### config.mk
export PLATFORM = sky130hd
export DESIGN_NAME = cms_sequencer
export DESIGN_NICKNAME = d
export VERILOG_FILES = /design/src/cms_pkg.sv /design/src/cms_cmd_port.sv /design/src/cms_line_walk.sv /design/src/cms_sequencer.sv
export VERILOG_INCLUDE_DIRS = /design/src
export SDC_FILE = /design/constraint.sdc
export NUM_CORES = 1
export LEC_CHECK = 0
export BUFFER_PORTS_ARGS = -buffer_cell sky130_fd_sc_hd__buf_2
export CORE_AREA = 2 2 190 192
export CTS_CLUSTER_SIZE = 24
export DETAILED_ROUTE_END_ITERATION = 10
export DIE_AREA = 0 0 192 194
export HOLD_SLACK_MARGIN = 0.02
export PLACE_DENSITY = 0.51
export SLEW_MARGIN = 20
export SYNTH_ARGS = -nofsm -noshare
export SYNTH_HDL_FRONTEND = slang
export SYNTH_SLANG_ARGS = --single-unit
### constraint.sdc
create_clock -name clock -period 3.86 [get_ports clock]
set_input_delay 0 -clock clock [delete_from_list [all_inputs] [get_ports clock]]
set_output_delay 0 -clock clock [all_outputs]
set_load 0.1 [all_outputs]
### src/cms_regs.svh
// Register select codes, field positions and reset values of the sequencer
`ifndef CMS_REGS_SVH
`define CMS_REGS_SVH

`define CMS_SEL_CACHE_CONFIGURATION_REGISTER 5'h00
`define CMS_SEL_GWB 5'h01
`define CMS_SEL_GWBINV 5'h02
`define CMS_SEL_BLK_BIT 4
`define CMS_SEL_CNT_BIT 0
`define CMS_SEL_KIND_HI 3
`define CMS_SEL_KIND_LO 1
`define CMS_CACHE_CONFIGURATION_REGISTER_ID_BIT 8
`define CMS_CACHE_CONFIGURATION_REGISTER_IP_BIT 9
`define CMS_CMD_C_BIT 0
`define CMS_WC_HI 15
`define CMS_BAR_RESET 32'h0000_0000
`define CMS_WC_RESET 16'h0000
`define CMS_CBIT_RESET 1'h0
`define CMS_WORD_PAD 2'h0
`define CMS_WC_UPPER 16'h0000
`define CMS_ONE_LINE 32'h0000_0001

`endif

### src/cms_pkg.sv
// Types shared by the cache maintenance sequencer and its helpers
package cms_pkg;

  typedef enum logic [1:0] {
    ACT_NONE  = 2'b00,
    ACT_INV   = 2'b01,
    ACT_WB    = 2'b10,
    ACT_WBINV = 2'b11
  } cms_act_t;

  typedef enum logic [2:0] {
    BK_L2_WB    = 3'b000,
    BK_L2_WBINV = 3'b001,
    BK_L2_INV   = 3'b010,
    BK_L1P_INV  = 3'b011,
    BK_L1D_WBI  = 3'b100,
    BK_L1D_INV  = 3'b101
  } cms_blk_t;

  typedef enum logic [1:0] {
    ST_IDLE  = 2'b00,
    ST_ISSUE = 2'b01,
    ST_WAIT  = 2'b10
  } cms_state_t;

  typedef struct packed {
    logic write;
    logic [4:0] sel;
    logic [31:0] wdata;
  } cms_req_t;

  typedef struct packed {
    cms_act_t act;
    logic glob;
    logic held_only;
    logic [31:0] addr;
  } cms_cmd_t;

  typedef struct packed {
    cms_act_t l1p;
    cms_act_t l1d;
    cms_act_t l2;
    logic held_only;
  } cms_plan_t;

endpackage

### src/cms_cmd_port.sv
// One cache command port: holds a command until the cache acknowledges it
`timescale 1ns/1ps
module cms_cmd_port
  import cms_pkg::*;
(
  // Clock and reset
  input wire logic clock,
  input wire logic nrst,
  // From the sequencer
  input wire logic load,
  input cms_cmd_t cmd_in,
  // Toward the cache
  output logic valid,
  output cms_cmd_t cmd,
  input wire logic ack
);

  logic valid_q;
  cms_cmd_t cmd_q;
  logic take;

  assign take = load && (cmd_in.act != ACT_NONE);
  assign valid = valid_q;
  assign cmd = cmd_q;

  always_ff @(posedge clock or negedge nrst) begin
    if (!nrst) begin
      valid_q <= 1'b0;
    end else if (take) begin
      valid_q <= 1'b1;
    end else if (ack) begin
      valid_q <= 1'b0;
    end
  end

  always_ff @(posedge clock or negedge nrst) begin
    if (!nrst) begin
      cmd_q <= '0;
    end else if (take) begin
      cmd_q <= cmd_in;
    end
  end

  a_no_overlap:
  assert property (@(posedge clock) disable iff (!nrst) take |-> !valid_q)
    else $error("command loaded over a pending one");

  a_cmd_hold:
  assert property (@(posedge clock) disable iff (!nrst)
    valid_q && !ack |=> valid_q && $stable(cmd_q))
    else $error("pending command dropped or changed");

endmodule

### src/cms_line_walk.sv
// Walks the cache lines covered by a block command, one line per step
`timescale 1ns/1ps
`include "cms_regs.svh"
module cms_line_walk #(
  parameter int LINE_SHIFT = 6
) (
  // Clock and reset
  input wire logic clock,
  input wire logic nrst,
  // Control
  input wire logic start,
  input wire logic [31:0] base,
  input wire logic [15:0] words,
  input wire logic step,
  // Current line
  output logic [31:0] line_addr,
  output logic last
);

  logic [31:0] cur_q;
  logic [31:0] end_q;
  logic [31:0] end_byte;

  // Whole lines are always covered, even for partial first or last lines
  assign end_byte = base + {14'h0000, words, `CMS_WORD_PAD} - `CMS_ONE_LINE;
  assign line_addr = cur_q << LINE_SHIFT;
  assign last = (cur_q == end_q);

  always_ff @(posedge clock or negedge nrst) begin
    if (!nrst) begin
      cur_q <= `CMS_BAR_RESET;
    end else if (start) begin
      cur_q <= base >> LINE_SHIFT;
    end else if (step) begin
      cur_q <= cur_q + `CMS_ONE_LINE;
    end
  end

  always_ff @(posedge clock or negedge nrst) begin
    if (!nrst) begin
      end_q <= `CMS_BAR_RESET;
    end else if (start) begin
      end_q <= end_byte >> LINE_SHIFT;
    end
  end

  a_walk_start:
  assert property (@(posedge clock) disable iff (!nrst)
    start |=> cur_q == ($past(base) >> LINE_SHIFT))
    else $error("walk did not begin at the base line");

  a_walk_step:
  assert property (@(posedge clock) disable iff (!nrst)
    step && !start |=> cur_q == $past(cur_q) + `CMS_ONE_LINE)
    else $error("walk skipped or repeated a line");

endmodule

### src/cms_sequencer.sv
// Program-initiated cache maintenance sequencer for a two-level memory
//
// Summary of operation
// Only one cache operation runs at once
// Control register accesses may stall while busy
// Global operation stalls core accesses to its cache
// Invalidate bit discards first-level cache, no writeback
// Configuration read after invalidate waits for completion
// Command bit write starts global writeback or flush
// Command bit reads one until operation completes
// Software polls command bit until zero
// Global writeback keeps lines, flushes held data lines
// Global flush invalidates all, discards program cache
// First-level side effects only with second level enabled
// Block writeback keeps lines, flushes data cache lines
// Block flush invalidates second level and both caches
// Block invalidate discards block in all caches
// Data block invalidate touches only data cache
// Data block flush leaves program cache alone
// Software prefers flush over data global invalidate
// Block starts on non-zero count after base write
// Count is low 16 bits, upper read zero
// Count reads non-zero while busy, zero after
// Base write during operation stalls until done
// Stalled writes are held and applied later
`timescale 1ns/1ps
`include "cms_regs.svh"
module cms_sequencer
  import cms_pkg::*;
#(
  parameter int LINE_SHIFT = 6
) (
  // Clock and reset
  input wire logic clock,
  input wire logic nrst,
  // Core register port
  input wire logic req_valid,
  input cms_req_t req,
  output logic req_ready,
  output logic rsp_valid,
  output logic [31:0] rsp_data,
  // System status
  input wire logic l2_cache_en,
  input wire logic mode_busy,
  // Program cache commands
  output logic l1p_cmd_valid,
  output cms_cmd_t l1p_cmd,
  input wire logic l1p_cmd_ack,
  // Data cache commands
  output logic l1d_cmd_valid,
  output cms_cmd_t l1d_cmd,
  input wire logic l1d_cmd_ack,
  // Second-level commands
  output logic l2_cmd_valid,
  output cms_cmd_t l2_cmd,
  input wire logic l2_cmd_ack,
  // Core access stalls and status
  output logic l1p_stall,
  output logic l1d_stall,
  output logic l2_stall,
  output logic op_busy
);

  ////////////////////////////////////////////////////////////////////////////
  // Operation plans

  function automatic cms_plan_t plan_global(input logic gwb, input logic gwbinv,
                                            input logic id, input logic ip,
                                            input logic l2en);
    cms_plan_t p;
    p = '{l1p: ACT_NONE, l1d: ACT_NONE, l2: ACT_NONE, held_only: 1'b0};
    if (gwb && l2en) begin
      p = '{l1p: ACT_NONE, l1d: ACT_WBINV, l2: ACT_WB, held_only: 1'b1};
    end else if (gwbinv && l2en) begin
      p = '{l1p: ACT_INV, l1d: ACT_WBINV, l2: ACT_WBINV, held_only: 1'b1};
    end else if (!gwb && !gwbinv) begin
      p.l1d = id ? ACT_INV : ACT_NONE;
      p.l1p = ip ? ACT_INV : ACT_NONE;
    end
    return p;
  endfunction

  function automatic cms_plan_t plan_block(input cms_blk_t kind, input logic l2en);
    cms_plan_t p;
    p = '{l1p: ACT_NONE, l1d: ACT_NONE, l2: ACT_NONE, held_only: 1'b0};
    case (kind)
      BK_L2_WB: begin
        if (l2en) begin
          p = '{l1p: ACT_NONE, l1d: ACT_WBINV, l2: ACT_WB, held_only: 1'b1};
        end
      end
      BK_L2_WBINV: begin
        if (l2en) begin
          p = '{l1p: ACT_INV, l1d: ACT_WBINV, l2: ACT_WBINV, held_only: 1'b1};
        end
      end
      BK_L2_INV: begin
        if (l2en) begin
          p = '{l1p: ACT_INV, l1d: ACT_INV, l2: ACT_INV, held_only: 1'b1};
        end
      end
      BK_L1P_INV: p.l1p = ACT_INV;
      BK_L1D_WBI: p.l1d = ACT_WBINV;
      BK_L1D_INV: p.l1d = ACT_INV;
      default: p.l1p = ACT_NONE;
    endcase
    return p;
  endfunction

  ////////////////////////////////////////////////////////////////////////////
  // Request decode

  cms_state_t state_q;
  cms_plan_t plan_q;
  cms_blk_t kind_q;
  logic glob_q;
  logic gwb_q;
  logic gwbinv_q;
  logic [31:0] base_q;
  logic [15:0] count_q;
  logic rsp_valid_q;
  logic [31:0] rsp_data_q;
  logic busy;
  logic stall_req;
  logic accept;
  logic wr;
  logic is_blk;
  logic is_cnt;
  cms_blk_t sel_kind;
  logic start_gwb;
  logic start_gwbinv;
  logic start_l1;
  logic start_blk;
  logic start_any;
  logic ports_idle;
  logic walk_last;
  logic [31:0] walk_addr;
  logic step;
  logic done;
  logic load;
  cms_cmd_t cmd_l1p;
  cms_cmd_t cmd_l1d;
  cms_cmd_t cmd_l2;

  assign busy = (state_q != ST_IDLE);
  assign is_blk = req.sel[`CMS_SEL_BLK_BIT];
  assign is_cnt = req.sel[`CMS_SEL_CNT_BIT];
  assign sel_kind = cms_blk_t'(req.sel[`CMS_SEL_KIND_HI:`CMS_SEL_KIND_LO]);

  // Writes wait for idle so none is lost; polling reads of C and count pass
  always_comb begin
    stall_req = 1'b0;
    if (req.write) begin
      stall_req = busy || mode_busy;
    end else if (req.sel == `CMS_SEL_CACHE_CONFIGURATION_REGISTER) begin
      stall_req = busy;
    end
  end

  assign req_ready = !stall_req;
  assign accept = req_valid && req_ready;
  assign wr = accept && req.write;

  assign start_gwb = wr && (req.sel == `CMS_SEL_GWB) && req.wdata[`CMS_CMD_C_BIT];
  assign start_gwbinv = wr && (req.sel == `CMS_SEL_GWBINV) && req.wdata[`CMS_CMD_C_BIT];
  assign start_l1 = wr && (req.sel == `CMS_SEL_CACHE_CONFIGURATION_REGISTER) &&
                    (req.wdata[`CMS_CACHE_CONFIGURATION_REGISTER_ID_BIT] || req.wdata[`CMS_CACHE_CONFIGURATION_REGISTER_IP_BIT]);
  assign start_blk = wr && is_blk && is_cnt &&
                     (req.wdata[`CMS_WC_HI:0] != `CMS_WC_RESET);
  assign start_any = start_gwb || start_gwbinv || start_l1 || start_blk;

  ////////////////////////////////////////////////////////////////////////////
  // Sequencing

  assign ports_idle = !l1p_cmd_valid && !l1d_cmd_valid && !l2_cmd_valid;
  assign load = (state_q == ST_ISSUE);
  assign step = (state_q == ST_WAIT) && ports_idle && !glob_q && !walk_last;
  assign done = (state_q == ST_WAIT) && ports_idle && (glob_q || walk_last);

  always_ff @(posedge clock or negedge nrst) begin
    if (!nrst) begin
      state_q <= ST_IDLE;
    end else begin
      case (state_q)
        ST_IDLE: begin
          if (start_any) begin
            state_q <= ST_ISSUE;
          end
        end
        ST_ISSUE: state_q <= ST_WAIT;
        ST_WAIT: begin
          if (done) begin
            state_q <= ST_IDLE;
          end else if (step) begin
            state_q <= ST_ISSUE;
          end
        end
        default: state_q <= ST_IDLE;
      endcase
    end
  end

  always_ff @(posedge clock or negedge nrst) begin
    if (!nrst) begin
      plan_q <= '0;
      glob_q <= 1'b0;
      kind_q <= BK_L2_WB;
    end else if (start_blk) begin
      plan_q <= plan_block(sel_kind, l2_cache_en);
      glob_q <= 1'b0;
      kind_q <= sel_kind;
    end else if (start_any) begin
      plan_q <= plan_global(start_gwb, start_gwbinv, req.wdata[`CMS_CACHE_CONFIGURATION_REGISTER_ID_BIT],
                            req.wdata[`CMS_CACHE_CONFIGURATION_REGISTER_IP_BIT], l2_cache_en);
      glob_q <= 1'b1;
    end
  end

  cms_line_walk #(
    .LINE_SHIFT(LINE_SHIFT)
  ) u_walk (
    .clock(clock),
    .nrst(nrst),
    .start(start_blk),
    .base(base_q),
    .words(req.wdata[`CMS_WC_HI:0]),
    .step(step),
    .line_addr(walk_addr),
    .last(walk_last)
  );

  ////////////////////////////////////////////////////////////////////////////
  // Cache command ports

  always_comb begin
    cmd_l1p = '{act: plan_q.l1p, glob: glob_q, held_only: plan_q.held_only, addr: walk_addr};
    cmd_l1d = '{act: plan_q.l1d, glob: glob_q, held_only: plan_q.held_only, addr: walk_addr};
    cmd_l2 = '{act: plan_q.l2, glob: glob_q, held_only: 1'b0, addr: walk_addr};
  end

  cms_cmd_port u_l1p (
    .clock(clock),
    .nrst(nrst),
    .load(load),
    .cmd_in(cmd_l1p),
    .valid(l1p_cmd_valid),
    .cmd(l1p_cmd),
    .ack(l1p_cmd_ack)
  );

  cms_cmd_port u_l1d (
    .clock(clock),
    .nrst(nrst),
    .load(load),
    .cmd_in(cmd_l1d),
    .valid(l1d_cmd_valid),
    .cmd(l1d_cmd),
    .ack(l1d_cmd_ack)
  );

  cms_cmd_port u_l2 (
    .clock(clock),
    .nrst(nrst),
    .load(load),
    .cmd_in(cmd_l2),
    .valid(l2_cmd_valid),
    .cmd(l2_cmd),
    .ack(l2_cmd_ack)
  );

  // Global work owns the whole cache, so core traffic to it waits
  assign l1p_stall = busy && glob_q && (plan_q.l1p != ACT_NONE);
  assign l1d_stall = busy && glob_q && (plan_q.l1d != ACT_NONE);
  assign l2_stall = busy && glob_q && (plan_q.l2 != ACT_NONE);
  assign op_busy = busy;

  ////////////////////////////////////////////////////////////////////////////
  // Register state

  always_ff @(posedge clock or negedge nrst) begin
    if (!nrst) begin
      gwb_q <= `CMS_CBIT_RESET;
      gwbinv_q <= `CMS_CBIT_RESET;
    end else begin
      gwb_q <= start_gwb || (gwb_q && !done);
      gwbinv_q <= start_gwbinv || (gwbinv_q && !done);
    end
  end

  // One physical base/count pair serves every block register alias
  always_ff @(posedge clock or negedge nrst) begin
    if (!nrst) begin
      base_q <= `CMS_BAR_RESET;
    end else if (wr && is_blk && !is_cnt) begin
      base_q <= req.wdata;
    end
  end

  always_ff @(posedge clock or negedge nrst) begin
    if (!nrst) begin
      count_q <= `CMS_WC_RESET;
    end else if (start_blk) begin
      count_q <= req.wdata[`CMS_WC_HI:0];
    end else if (done) begin
      count_q <= `CMS_WC_RESET;
    end
  end

  always_ff @(posedge clock or negedge nrst) begin
    if (!nrst) begin
      rsp_valid_q <= 1'b0;
      rsp_data_q <= '0;
    end else begin
      rsp_valid_q <= accept && !req.write;
      if (accept && !req.write) begin
        if (is_blk) begin
          rsp_data_q <= is_cnt ? {`CMS_WC_UPPER, count_q} : base_q;
        end else if (req.sel == `CMS_SEL_GWB) begin
          rsp_data_q <= {31'h0000_0000, gwb_q};
        end else if (req.sel == `CMS_SEL_GWBINV) begin
          rsp_data_q <= {31'h0000_0000, gwbinv_q};
        end else begin
          rsp_data_q <= '0;
        end
      end
    end
  end

  assign rsp_valid = rsp_valid_q;
  assign rsp_data = rsp_data_q;

  ////////////////////////////////////////////////////////////////////////////
  // Checks

  a_one_op:
  assert property (@(posedge clock) disable iff (!nrst) busy |-> !start_any)
    else $error("second operation started while busy");

  a_ctl_write_stall:
  assert property (@(posedge clock) disable iff (!nrst)
    busy && req_valid && req.write |-> !req_ready)
    else $error("control write taken during an operation");

  a_global_stall:
  assert property (@(posedge clock) disable iff (!nrst)
    l1d_cmd_valid && l1d_cmd.glob |-> l1d_stall)
    else $error("data cache not stalled during global work");

  a_id_inv_only:
  assert property (@(posedge clock) disable iff (!nrst)
    start_l1 && !req.wdata[`CMS_CACHE_CONFIGURATION_REGISTER_IP_BIT] |=> ##1
    l1d_cmd_valid && l1d_cmd.act == ACT_INV && !l2_cmd_valid && !l1p_cmd_valid)
    else $error("data invalidate wrong or touched other caches");

  a_cache_configuration_register_read_wait:
  assert property (@(posedge clock) disable iff (!nrst)
    busy && req_valid && !req.write && req.sel == `CMS_SEL_CACHE_CONFIGURATION_REGISTER |-> !req_ready)
    else $error("configuration read passed a running invalidate");

  a_cbit_held:
  assert property (@(posedge clock) disable iff (!nrst)
    start_gwb |=> gwb_q && busy ##1 (gwb_q throughout (busy [*2])))
    else $error("command bit dropped before completion");

  a_gwb_keeps_l1p:
  assert property (@(posedge clock) disable iff (!nrst)
    gwb_q |-> !l1p_cmd_valid && (!l2_cmd_valid || l2_cmd.act == ACT_WB))
    else $error("global writeback touched program cache");

  a_gwbinv_plan:
  assert property (@(posedge clock) disable iff (!nrst)
    start_gwbinv && l2_cache_en |=> ##1
    l1p_cmd_valid && l1p_cmd.act == ACT_INV && l2_cmd.act == ACT_WBINV)
    else $error("global flush plan wrong");

  a_sram_no_effect:
  assert property (@(posedge clock) disable iff (!nrst)
    (start_gwb || start_gwbinv) && !l2_cache_en |=> ##1 ports_idle && done)
    else $error("second-level operation acted in all-SRAM mode");

  a_wc_busy:
  assert property (@(posedge clock) disable iff (!nrst)
    busy && !glob_q |-> count_q != `CMS_WC_RESET)
    else $error("count read zero during a block operation");

  a_wc_clear:
  assert property (@(posedge clock) disable iff (!nrst)
    done |=> count_q == `CMS_WC_RESET && !busy && !gwb_q && !gwbinv_q)
    else $error("status not cleared at completion");

endmodule

==> flow_summary.ini, run 1 <==
[status]
outcome = complete, no violations

[grt]
antenna_found_initial = 0
grt_max_degree = 123
gr-total-overflow = 0
met3_usage_pct = 2.88
grt_util_met2_pct = 26.9
grt_pass1_wl_mm = 53.4
use_met1_pct = 27.2
track_usage_pct = 17.9
grt.busiest_layer = met1
grt_pass1_vias = 9458

[setup_path]
startpoint_type = flop
cp.required_ps = 4340
path_max_fanout = 17
end_kind = flop
crit_start = state_q[1]$_DFFE_PN0P_
reg2reg_depth = 8
reg2reg_from = state_q[1]$_DFFE_PN0P_
crit_arrival_ps = 3780
rrSetupSlack_ps = 560
worstSetupPathType = flop to flop

[cts]
cts_sinks = 241
cts.path.max_buffers = 3
cts_buffers = 28
cts_root_buffer = clkbuf_16
clk_pin_slew_ps = 60
clock_latency_ps = 540
cts_tree = done
cts_htree_levels = 1

[placement]
gp_congestion = 0.840
dp.cells = 1842
hpwlAfterDp_mm = 23.6
portBuffers = 174

[synthesis]
synth_edf_count = 0
yosys.area_share.adder_pct = 4.72
synth_cells = 1260
synth-seq-cells = 241
synth_compound_area_share_pct = 12.9
synthesis.area_um2 = 12200
synth_top_family_by_area = simple AND/OR/NAND/NOR gates
yosys.area_share.simple_pct = 14.4
synth_cell_types = 67
yosysWarnings = 0
avgSynthCellArea_um2 = 9.68
async_flop_share_pct = 100
synth_xor_xnor_area_share_pct = 4.24
synth_ff_type = dfrtp_1
synth_mux_area_share_pct = 7.76
ys_seq_area_share_pct = 49.5

[timing]
holdWs_ps = 70.9
worst_pin_slew_ps = 965
fin_crit_sh_pct = 85.4
relSlewSlack_pct = 35.7
period_needed_ps = 3300
skew_ps = 9.15
finalSetupViolations = 0
tns_ps = 0
fmax_ghz = 0.303
final_hold_viol_count = 0
rsz0062_at_grt = no
slew_viol_final = 0

[power]
p_leak_nw = 7.12
irDropWorstVdd_uv = 794
powerDensity_nw_per_um2 = 968
power_mw = 14.5

[finish]
area_growth_pct = 22.6
final_nets = 1549
antenna_cells = 0
stdcell_count = 1940
drive_gt1_share_pct = 23.1

[detailed_routing]
route.vias.total = 9509
firstDrtPassIters = 7
ant_nets = 0
drtIter0Drc = 463
drcViolationCount = 0
vias_per_cell = 4.90
wl_per_cell_um = 17.0
wl_mm = 33.0

[die]
initial_utilization_pct = 34.6
chipWidth_um = 192
std_cell_rows = 69
io_pins = 195
core-area_um2 = 35200
die_area_um2 = 37200
fp.dieH_um = 194

[run]
maxCapViolations = 0

[worst_hold_path]
holdPathStages = 5
hp-start = req_valid
hold_class = primary input to flop
cell usage after synthesis (all sizes together), types with 3 or more instances:
library cell  number  area share, %
dfrtp            241             49
nand2            218            6.7
o21ai            139            5.7
inv               95            2.9
mux2              84            7.8
clkbuf            55            1.7
ha                46            4.7
nor2              44            1.4
xnor2             40            2.9
buf               36            1.9
a21oi             27            1.1
nand4             23            1.3
nand3             21           0.86
o22ai             20            1.0
xor2              19            1.4
a21o              16           0.98
nor3              14           0.71
nor2b             10           0.51
o211ai            10           0.62
nor4               9           0.46
or3                8           0.41
a31oi              7           0.36
a221o              6           0.49
nand2b             6           0.31
and3               5           0.26
a211oi             4           0.25
and2               4           0.21
o221ai             4           0.29
o31ai              4           0.25
or2                4           0.21
a22o               3           0.22
and4               3           0.24
nor3b              3           0.18
o21a               3           0.18
where the power goes:
part	leakage [nW]	internal [mW]	switching, mW
Combinational	3.57	1.85	5.37
Sequential	3.05	3.44	0.870
Clock	0.501	1.83	1.11
Total	7.12	7.13	7.35
flip-flops by register name, indices dropped and copies added, names as in the netlist, 3 cells and up:
| register | cells |
|---|---|
| rsp_data | 32 |
| count_q | 16 |
| u_walk.end_q | 26 |
| u_l1d.cmd | 30 |
| base_q | 32 |
| u_l2.cmd | 29 |
| cmd_l1d | 3 |
| u_walk.cur_q | 32 |
| u_l1p.cmd | 29 |
metal layers:
layer  vias to the layer above  part of all wire, %
li1                       4670                    -
met1                      4583                   51
met2                       225                   43
met3                        31                  5.1
met4                         0                  1.3
met5                         -                    0
layout make-up:
class / instances / area (um^2)
Clock buffer: 33 / 771
Clock inverter: 19 / 263
Fill cell: 3482 / 20300
Inverter: 95 / 357
Multi-Input combinational cell: 852 / 5450
Sequential cell: 241 / 6030
Tap cell: 461 / 577
Timing Repair Buffer: 239 / 1510
logic make-up (layout without fill, tap and decap cells):
logic type      Yosys count  count (layout)
flops                   241             241
buf+inv                 186             386
simple gates            381             381
xor+xnor                 59              59
fa+ha+maj                46              46
mux                      84              84
compound gates          262             262
other cells               1              20
stage by stage:
step                utilization (%)  instance area [um^2]  worst slack (ps)
global route                   42.5                 15000               346
detailed placement             38.2                 13500               778
global placement               38.2                 13500               829
CTS                            42.4                 15000               541
finish                         42.5                 15000               563
floorplan                         -                 12300               791
critical path, cell delays in order, from the launching register on:
cell	delay [ps]
dfrtp_1	410
or2_2	370
nor2_1	130
and3_1	210
nand4_1	680
buf_4	490
o31ai_1	250
a22o_1	150
dlygate4sd3_1	540
path summary, 6_finish.rpt:
kind / endpoint
worst min register to register: u_l1p.cmd[34]$_DFFE_PN0P_
min in group asynchronous: rsp_data[3]$_DFFE_PN0P_
max in group asynchronous: u_l1d.cmd[19]$_DFFE_PN0P_
worst min-delay path: cmd_l1d[32]$_DFFE_PN0P_
worst max register to register: cmd_l2[34]$_DFFE_PN0P_
worst max-delay path: cmd_l2[34]$_DFFE_PN0P_
what timing repair did:
| item | in CTS | in global routing |
|---|---|---|
| resized for setup | 0 | 0 |
| endpoints found under the hold margin | 193 | 0 |
| buffers inserted | 0 | 0 |
| hold buffers | 46 | 0 |
layout by cell type (no fill, tap or decap), drive strengths merged, types with 4 or more instances in the layout:
cell type and n:
dlygate4sd3 46, nor4 9, o211ai 10, a31oi 7, inv 95, o31ai 4, dfrtp 241, xor2 19
a211oi 4, clkbuf 33, and3 5, xnor2 40, nand3 21, o221ai 4, mux2 84, buf 193
o22ai 20, conb 20, a21o 16, o21ai 139, a221o 6, nand2 218, nor3 14, clkinv 9
clkinvlp 4, nor2 44, or2 4, nand2b 6, or3 8, nor2b 10, bufinv 6, a21oi 27
nand4 23, ha 46, and2 4
(Power assumes the default switching activity.)
==> run 2: changes to the inputs <==
Settings changed: CORE_AREA 2 2 190 192 to 2 2 194 196, DIE_AREA 0 0 192 194 to 0 0 196 198, PLACE_DENSITY 0.51 to 0.56, SYNTH_HIERARCHICAL set to 1.
==> flow_summary.ini, run 2 <==
[cts]
post_cts_buffers = 0
clk_pin_slew_ps = 70
cts.path.max_buffers = 3
hold_buffers = 50
cts_buffers = 29
cts_tree = done
clock_latency_ps = 580
cts_htree_levels = 1
cts_root_buffer = clkbuf_16
ctsResizeCount = 0
cts_sinks = 261

[synthesis]
synthesis.area_um2 = 14400
synth-seq-cells = 261
yosysMostFrequentCell = dfrtp_1
synth.largest_area_cell = dfrtp_1
synth_cell_types = 83
avgSynthCellArea_um2 = 10.8
synth_ff_type = dfrtp_1
synth_commonest_cells = dfrtp_1, nand2_1, mux2_4, inv_1, o21ai_0
synth_edf_count = 0
yosysWarnings = 6
synth_top_area_share_pct = 45.2
synth_cells = 1341
async_flop_share_pct = 100
ys_seq_area_share_pct = 45.2
yosys-top-cells-area = dfrtp_1, mux2_4, nand2_1, ha_1, mux2_2

[finish]
final_nets = 1635
layout_commonest_cell = dfrtp_1
drive_gt1_share_pct = 28.8
utilization_pct = 46.0
design_area_um2 = 17000
antenna_cells = 0
final_cell_mix = dfrtp_1, buf_2, nand2_1
area_growth_pct = 17.8

[die]
io_pins = 195
initial_utilization_pct = 39.1
core-area_um2 = 37000
chipWidth_um = 196
fp.dieH_um = 198
std_cell_rows = 71
die_area_um2 = 38800

[detailed_routing]
route.vias.total = 10500
ant_nets = 0
drtIter0Drc = 766
drcViolationCount = 0
wl_mm = 38.1
vias_per_cell = 5.15
firstDrtPassIters = 5
wl_per_cell_um = 18.7

[grt]
grt_max_degree = 154
gr-total-overflow = 0
antenna_found_initial = 1
grt_pass1_wl_mm = 60.1
track_usage_pct = 19.6
grt_pass1_vias = 10400

[timing]
period_needed_ps = 3270
worst_pin_slew_ps = 982
holdWs_ps = 46.1
relSlewSlack_pct = 34.5
final_hold_viol_count = 0
fmax_ghz = 0.306
rsz0062_at_grt = no
slew_viol_final = 0
skew_ps = 14.4
tns_ps = 0
fin_crit_sh_pct = 84.7
finalSetupViolations = 0

[worst_hold_path]
hold_class = primary input to asynchronous set/reset pin

[setup_path]
startpoint_type = flop
critical_path.cell_chain = or2_1, nor4b_4, and3_4, buf_12, nand4b_1, dlygate4sd3_1, o21ai_0, dlygate4sd3_1
slowest_stage = dlygate4sd3_1
rrSetupSlack_ps = 590
cp.required_ps = 4380
cp_common_cell = dlygate4sd3_1
end_kind = flop
path_max_fanout = 131
reg2reg_depth = 8
worstSetupPathType = flop to flop
cpPeakStageDelay_ps = 580
crit_arrival_ps = 3790

[placement]
hpwlAfterDp_mm = 27.4
placed_cell_area_um2 = 15500
portBuffers = 194
gp_congestion = 0.892

[status]
outcome = complete, no violations

[run]
maxCapViolations = 0
## run 2: logic make-up (layout without fill, tap and decap cells)
kind of cell             Yosys count  in the layout  synth area share (%)
multiplexers                     161            161                  15.6
other                              2             10                0.0520
XOR/XNOR                          69             69                  4.19
AND/OR/NAND/NOR                  384            384                  13.0
buffers and inverters            190            406                  7.27
flip-flops                       261            261                  45.2
adder cells (fa/ha/maj)           46             46                  3.99
AO/OA/AOI/OAI                    228            228                  10.7
## run 2: path summary, 6_finish.rpt
kind | endpoint | start
setup / recovery | cmd_l2[34]$_DFFE_PN0P_ | state_q[1]$_DFFE_PN0P_
hold / removal | u_l1p/cmd[23]$_DFFE_PN0P_ | nrst
setup reg to reg | cmd_l2[34]$_DFFE_PN0P_ | state_q[1]$_DFFE_PN0P_
hold reg to reg | rsp_data[15]$_DFFE_PN0P_ | rsp_data[15]$_DFFE_PN0P_
max in group asynchronous | u_l1d/cmd[0]$_DFFE_PN0P_ | nrst
min in group clock | u_l1d/valid$_DFFE_PN0P_ | l1d_cmd_ack
## run 2: per-layer routing
metal | wire length, um | share of wire [%] | vias up | GRT usage [%]
met5 | 0 | 0 | - | 0
met2 | 16500 | 43 | 285 | 29.6
met4 | 859 | 2.3 | 0 | 4.71
met1 | 18800 | 49 | 5129 | 29.5
li1 | - | - | 5034 | -
met3 | 1930 | 5.1 | 59 | 2.98
## run 2: area by class of cell
cell class	count	area, um^2
Timing Repair Buffer	256	1610
Sequential cell	261	6530
Multi-Input combinational cell	898	6910
Inverter	97	364
Clock buffer	41	841
Fill cell	3469	19900
Clock inverter	12	158
Tap cell	474	593
## run 2: through the flow
| step | worst slack, ps | std cells |
|---|---|---|
| 2_1_floorplan | 756 | 1349 |
| 3_3_place_gp | 873 | 1936 |
| 3_5_place_dp | 795 | 1936 |
| 4_1_cts | 563 | 2039 |
| 5_1_grt | 432 | 2039 |
| 6_report | 591 | 2039 |
## run 2: critical path: cells and delay by family (launching register included)
family / cells / cell delay [ps]
buffers and inverters: 3 / 1570
and+or+nand+nor: 4 / 1140
DFF: 1 / 430
AOI/OAI and AO/OA: 1 / 70
Power of run 2 is not shown: default switching activity piles up to over one toggle a cycle in this logic, so the estimate is an artifact.
==> run 3: changes to the inputs <==
Settings changed: PLACE_DENSITY 0.56 to 0.58.
Clock period 3.86 ns to 2.9 ns, I/O delays scaled along.
==> flow_summary.ini, run 3 (synthesized netlist as in run 2, its figures left out) <==
[cts]
clock_latency_ps = 570
cts_htree_levels = 1
cts_sinks = 261
cts.path.max_buffers = 3
cts_buffers = 30
clk_pin_slew_ps = 70
cts_tree = done
cts_root_buffer = clkbuf_16

[finish]
final_nets = 1684
stdcell_count = 2089
multi_input_area_um2 = 6930
final_cell_mix = dfrtp_1, buf_2, nand2_1
layout_commonest_cell = dfrtp_1
fillCellCount = 3502
design_area_um2 = 17500
drive_gt1_share_pct = 31.3
antenna_cells = 0
seq_area_um2 = 6530
area_growth_pct = 21.0

[worst_hold_path]
hp-start = req_valid
hold_class = primary input to flop

[die]
chipWidth_um = 196
fp.dieH_um = 198
std_cell_rows = 71
die_area_um2 = 38800
core-area_um2 = 37000
initial_utilization_pct = 39.1
io_pins = 195

[timing]
worst_pin_slew_ps = 1080
setup_slack_ps = 165
finalSetupViolations = 0
fin_crit_sh_pct = 94.3
slew_viol_final = 0
relSlewSlack_pct = 28.0
final_hold_viol_count = 0
skew_ps = 12.8
rsz0062_at_grt = no
period_needed_ps = 2730
fmax_ghz = 0.366

[placement]
dp.cells = 1984
placed_cell_area_um2 = 15900
gp_congestion = 0.863
hpwlAfterDp_mm = 27.6
place_ws_ps = -30.1
portBuffers = 194

[setup_path]
reg2reg_from = base_q[14]$_DFFE_PN0P_
end_kind = flop
crit_family = simple AND/OR/NAND/NOR gates
path_buf_inv = 3
startpoint_type = flop
crit_arrival_ps = 3220
crit_start = base_q[14]$_DFFE_PN0P_
worstSetupPathType = flop to flop
path_max_fanout = 8
critical_path.cell_chain = inv_1, ha_1, inv_1, ha_1, nand4_1, or4_4, o21bai_1, o31ai_2, buf_4, nor3_2, o31ai_2
cp.required_ps = 3380
cpPeakStageDelay_ps = 470
slowest_stage = or4_4

[status]
outcome = complete, no violations

[detailed_routing]
vias_per_cell = 5.10
ant_nets = 0
route.vias.total = 10700
wl_per_cell_um = 18.3
firstDrtPassIters = 5
drtIter0Drc = 607
drcViolationCount = 0
wl_mm = 38.3

[grt]
grt_pass1_vias = 10800
grt_pass1_wl_mm = 61.1
grt_max_degree = 93
track_usage_pct = 19.9
antenna_found_initial = 0
gr-total-overflow = 0

[run]
maxCapViolations = 0
[run 3: cell count changes in the layout (fill, tap and decap cells not counted), moves of 2 or more]
cell / previous run / this run
buf_12: 2 / 4
buf_4: 10 / 56
clkbuf_1: 5 / 3
clkbuf_16: 29 / 31
clkbuf_8: 7 / 5
clkinvlp_4: 0 / 3
[run 3: per-layer routing]
metal | share of wire [%] | vias to the layer above | track usage (%)
li1 | - | 5133 | -
met1 | 49 | 5172 | 28.9
met2 | 45 | 306 | 31.3
met3 | 5.0 | 39 | 2.52
met4 | 1.7 | 0 | 5.08
met5 | 0 | - | 0
[run 3: repair_timing]
| item | CTS | global route |
|---|---|---|
| setup endpoints to repair | 2 | 13 |
| buffers inserted | 0 | 0 |
| endpoints found under the hold margin | 336 | 0 |
| resized for setup | 1 | 4 |
| hold buffers | 50 | 0 |
[run 3: final timing paths]
check	to	slack, ps	cells past startpoint
setup reg to reg	u_walk/end_q[20]$_DFFE_PN0P_	170	11
min in group asynchronous	u_l1d/cmd[23]$_DFFE_PN0P_	60	3
hold reg to reg	rsp_data[1]$_DFFE_PN0P_	470	2
setup / recovery	u_walk/end_q[20]$_DFFE_PN0P_	170	11
hold / removal	glob_q$_DFFE_PN0P_	50	5
max in group asynchronous	count_q[6]$_DFFE_PN0P_	2350	3
[run 3: area by class of cell]
class / count / share of cell area [%]
Multi-Input combinational cell: 898 / 39.7
Timing Repair Buffer: 304 / 11.4
Clock inverter: 16 / 1.12
Inverter: 97 / 2.08
Sequential cell: 261 / 37.4
Clock buffer: 39 / 4.90
Tap cell: 474 / 3.40
[run 3: per-stage QoR]
step | util [%] | TNS [ps] | hold WS, ps
2_1_floorplan | - | 0 | -296
3_3_place_gp | 42.9 | 0 | -50.1
3_5_place_dp | 42.9 | -43.2 | -48.8
4_1_cts | 47.2 | 0 | 32.3
5_1_grt | 47.3 | 0 | 76.7
6_report | 47.3 | 0 | 53.1
[run 3: worst reg2reg max path: stages (launching register included)]
cell and delay, ps:
dfrtp_1 430, inv_1 60, ha_1 280, inv_1 40, ha_1 440, nand4_1 220, or4_4 470, o21bai_1 180
o31ai_2 80, buf_4 190, nor3_2 50, o31ai_2 200
Power of run 3 is left out for the same reason.
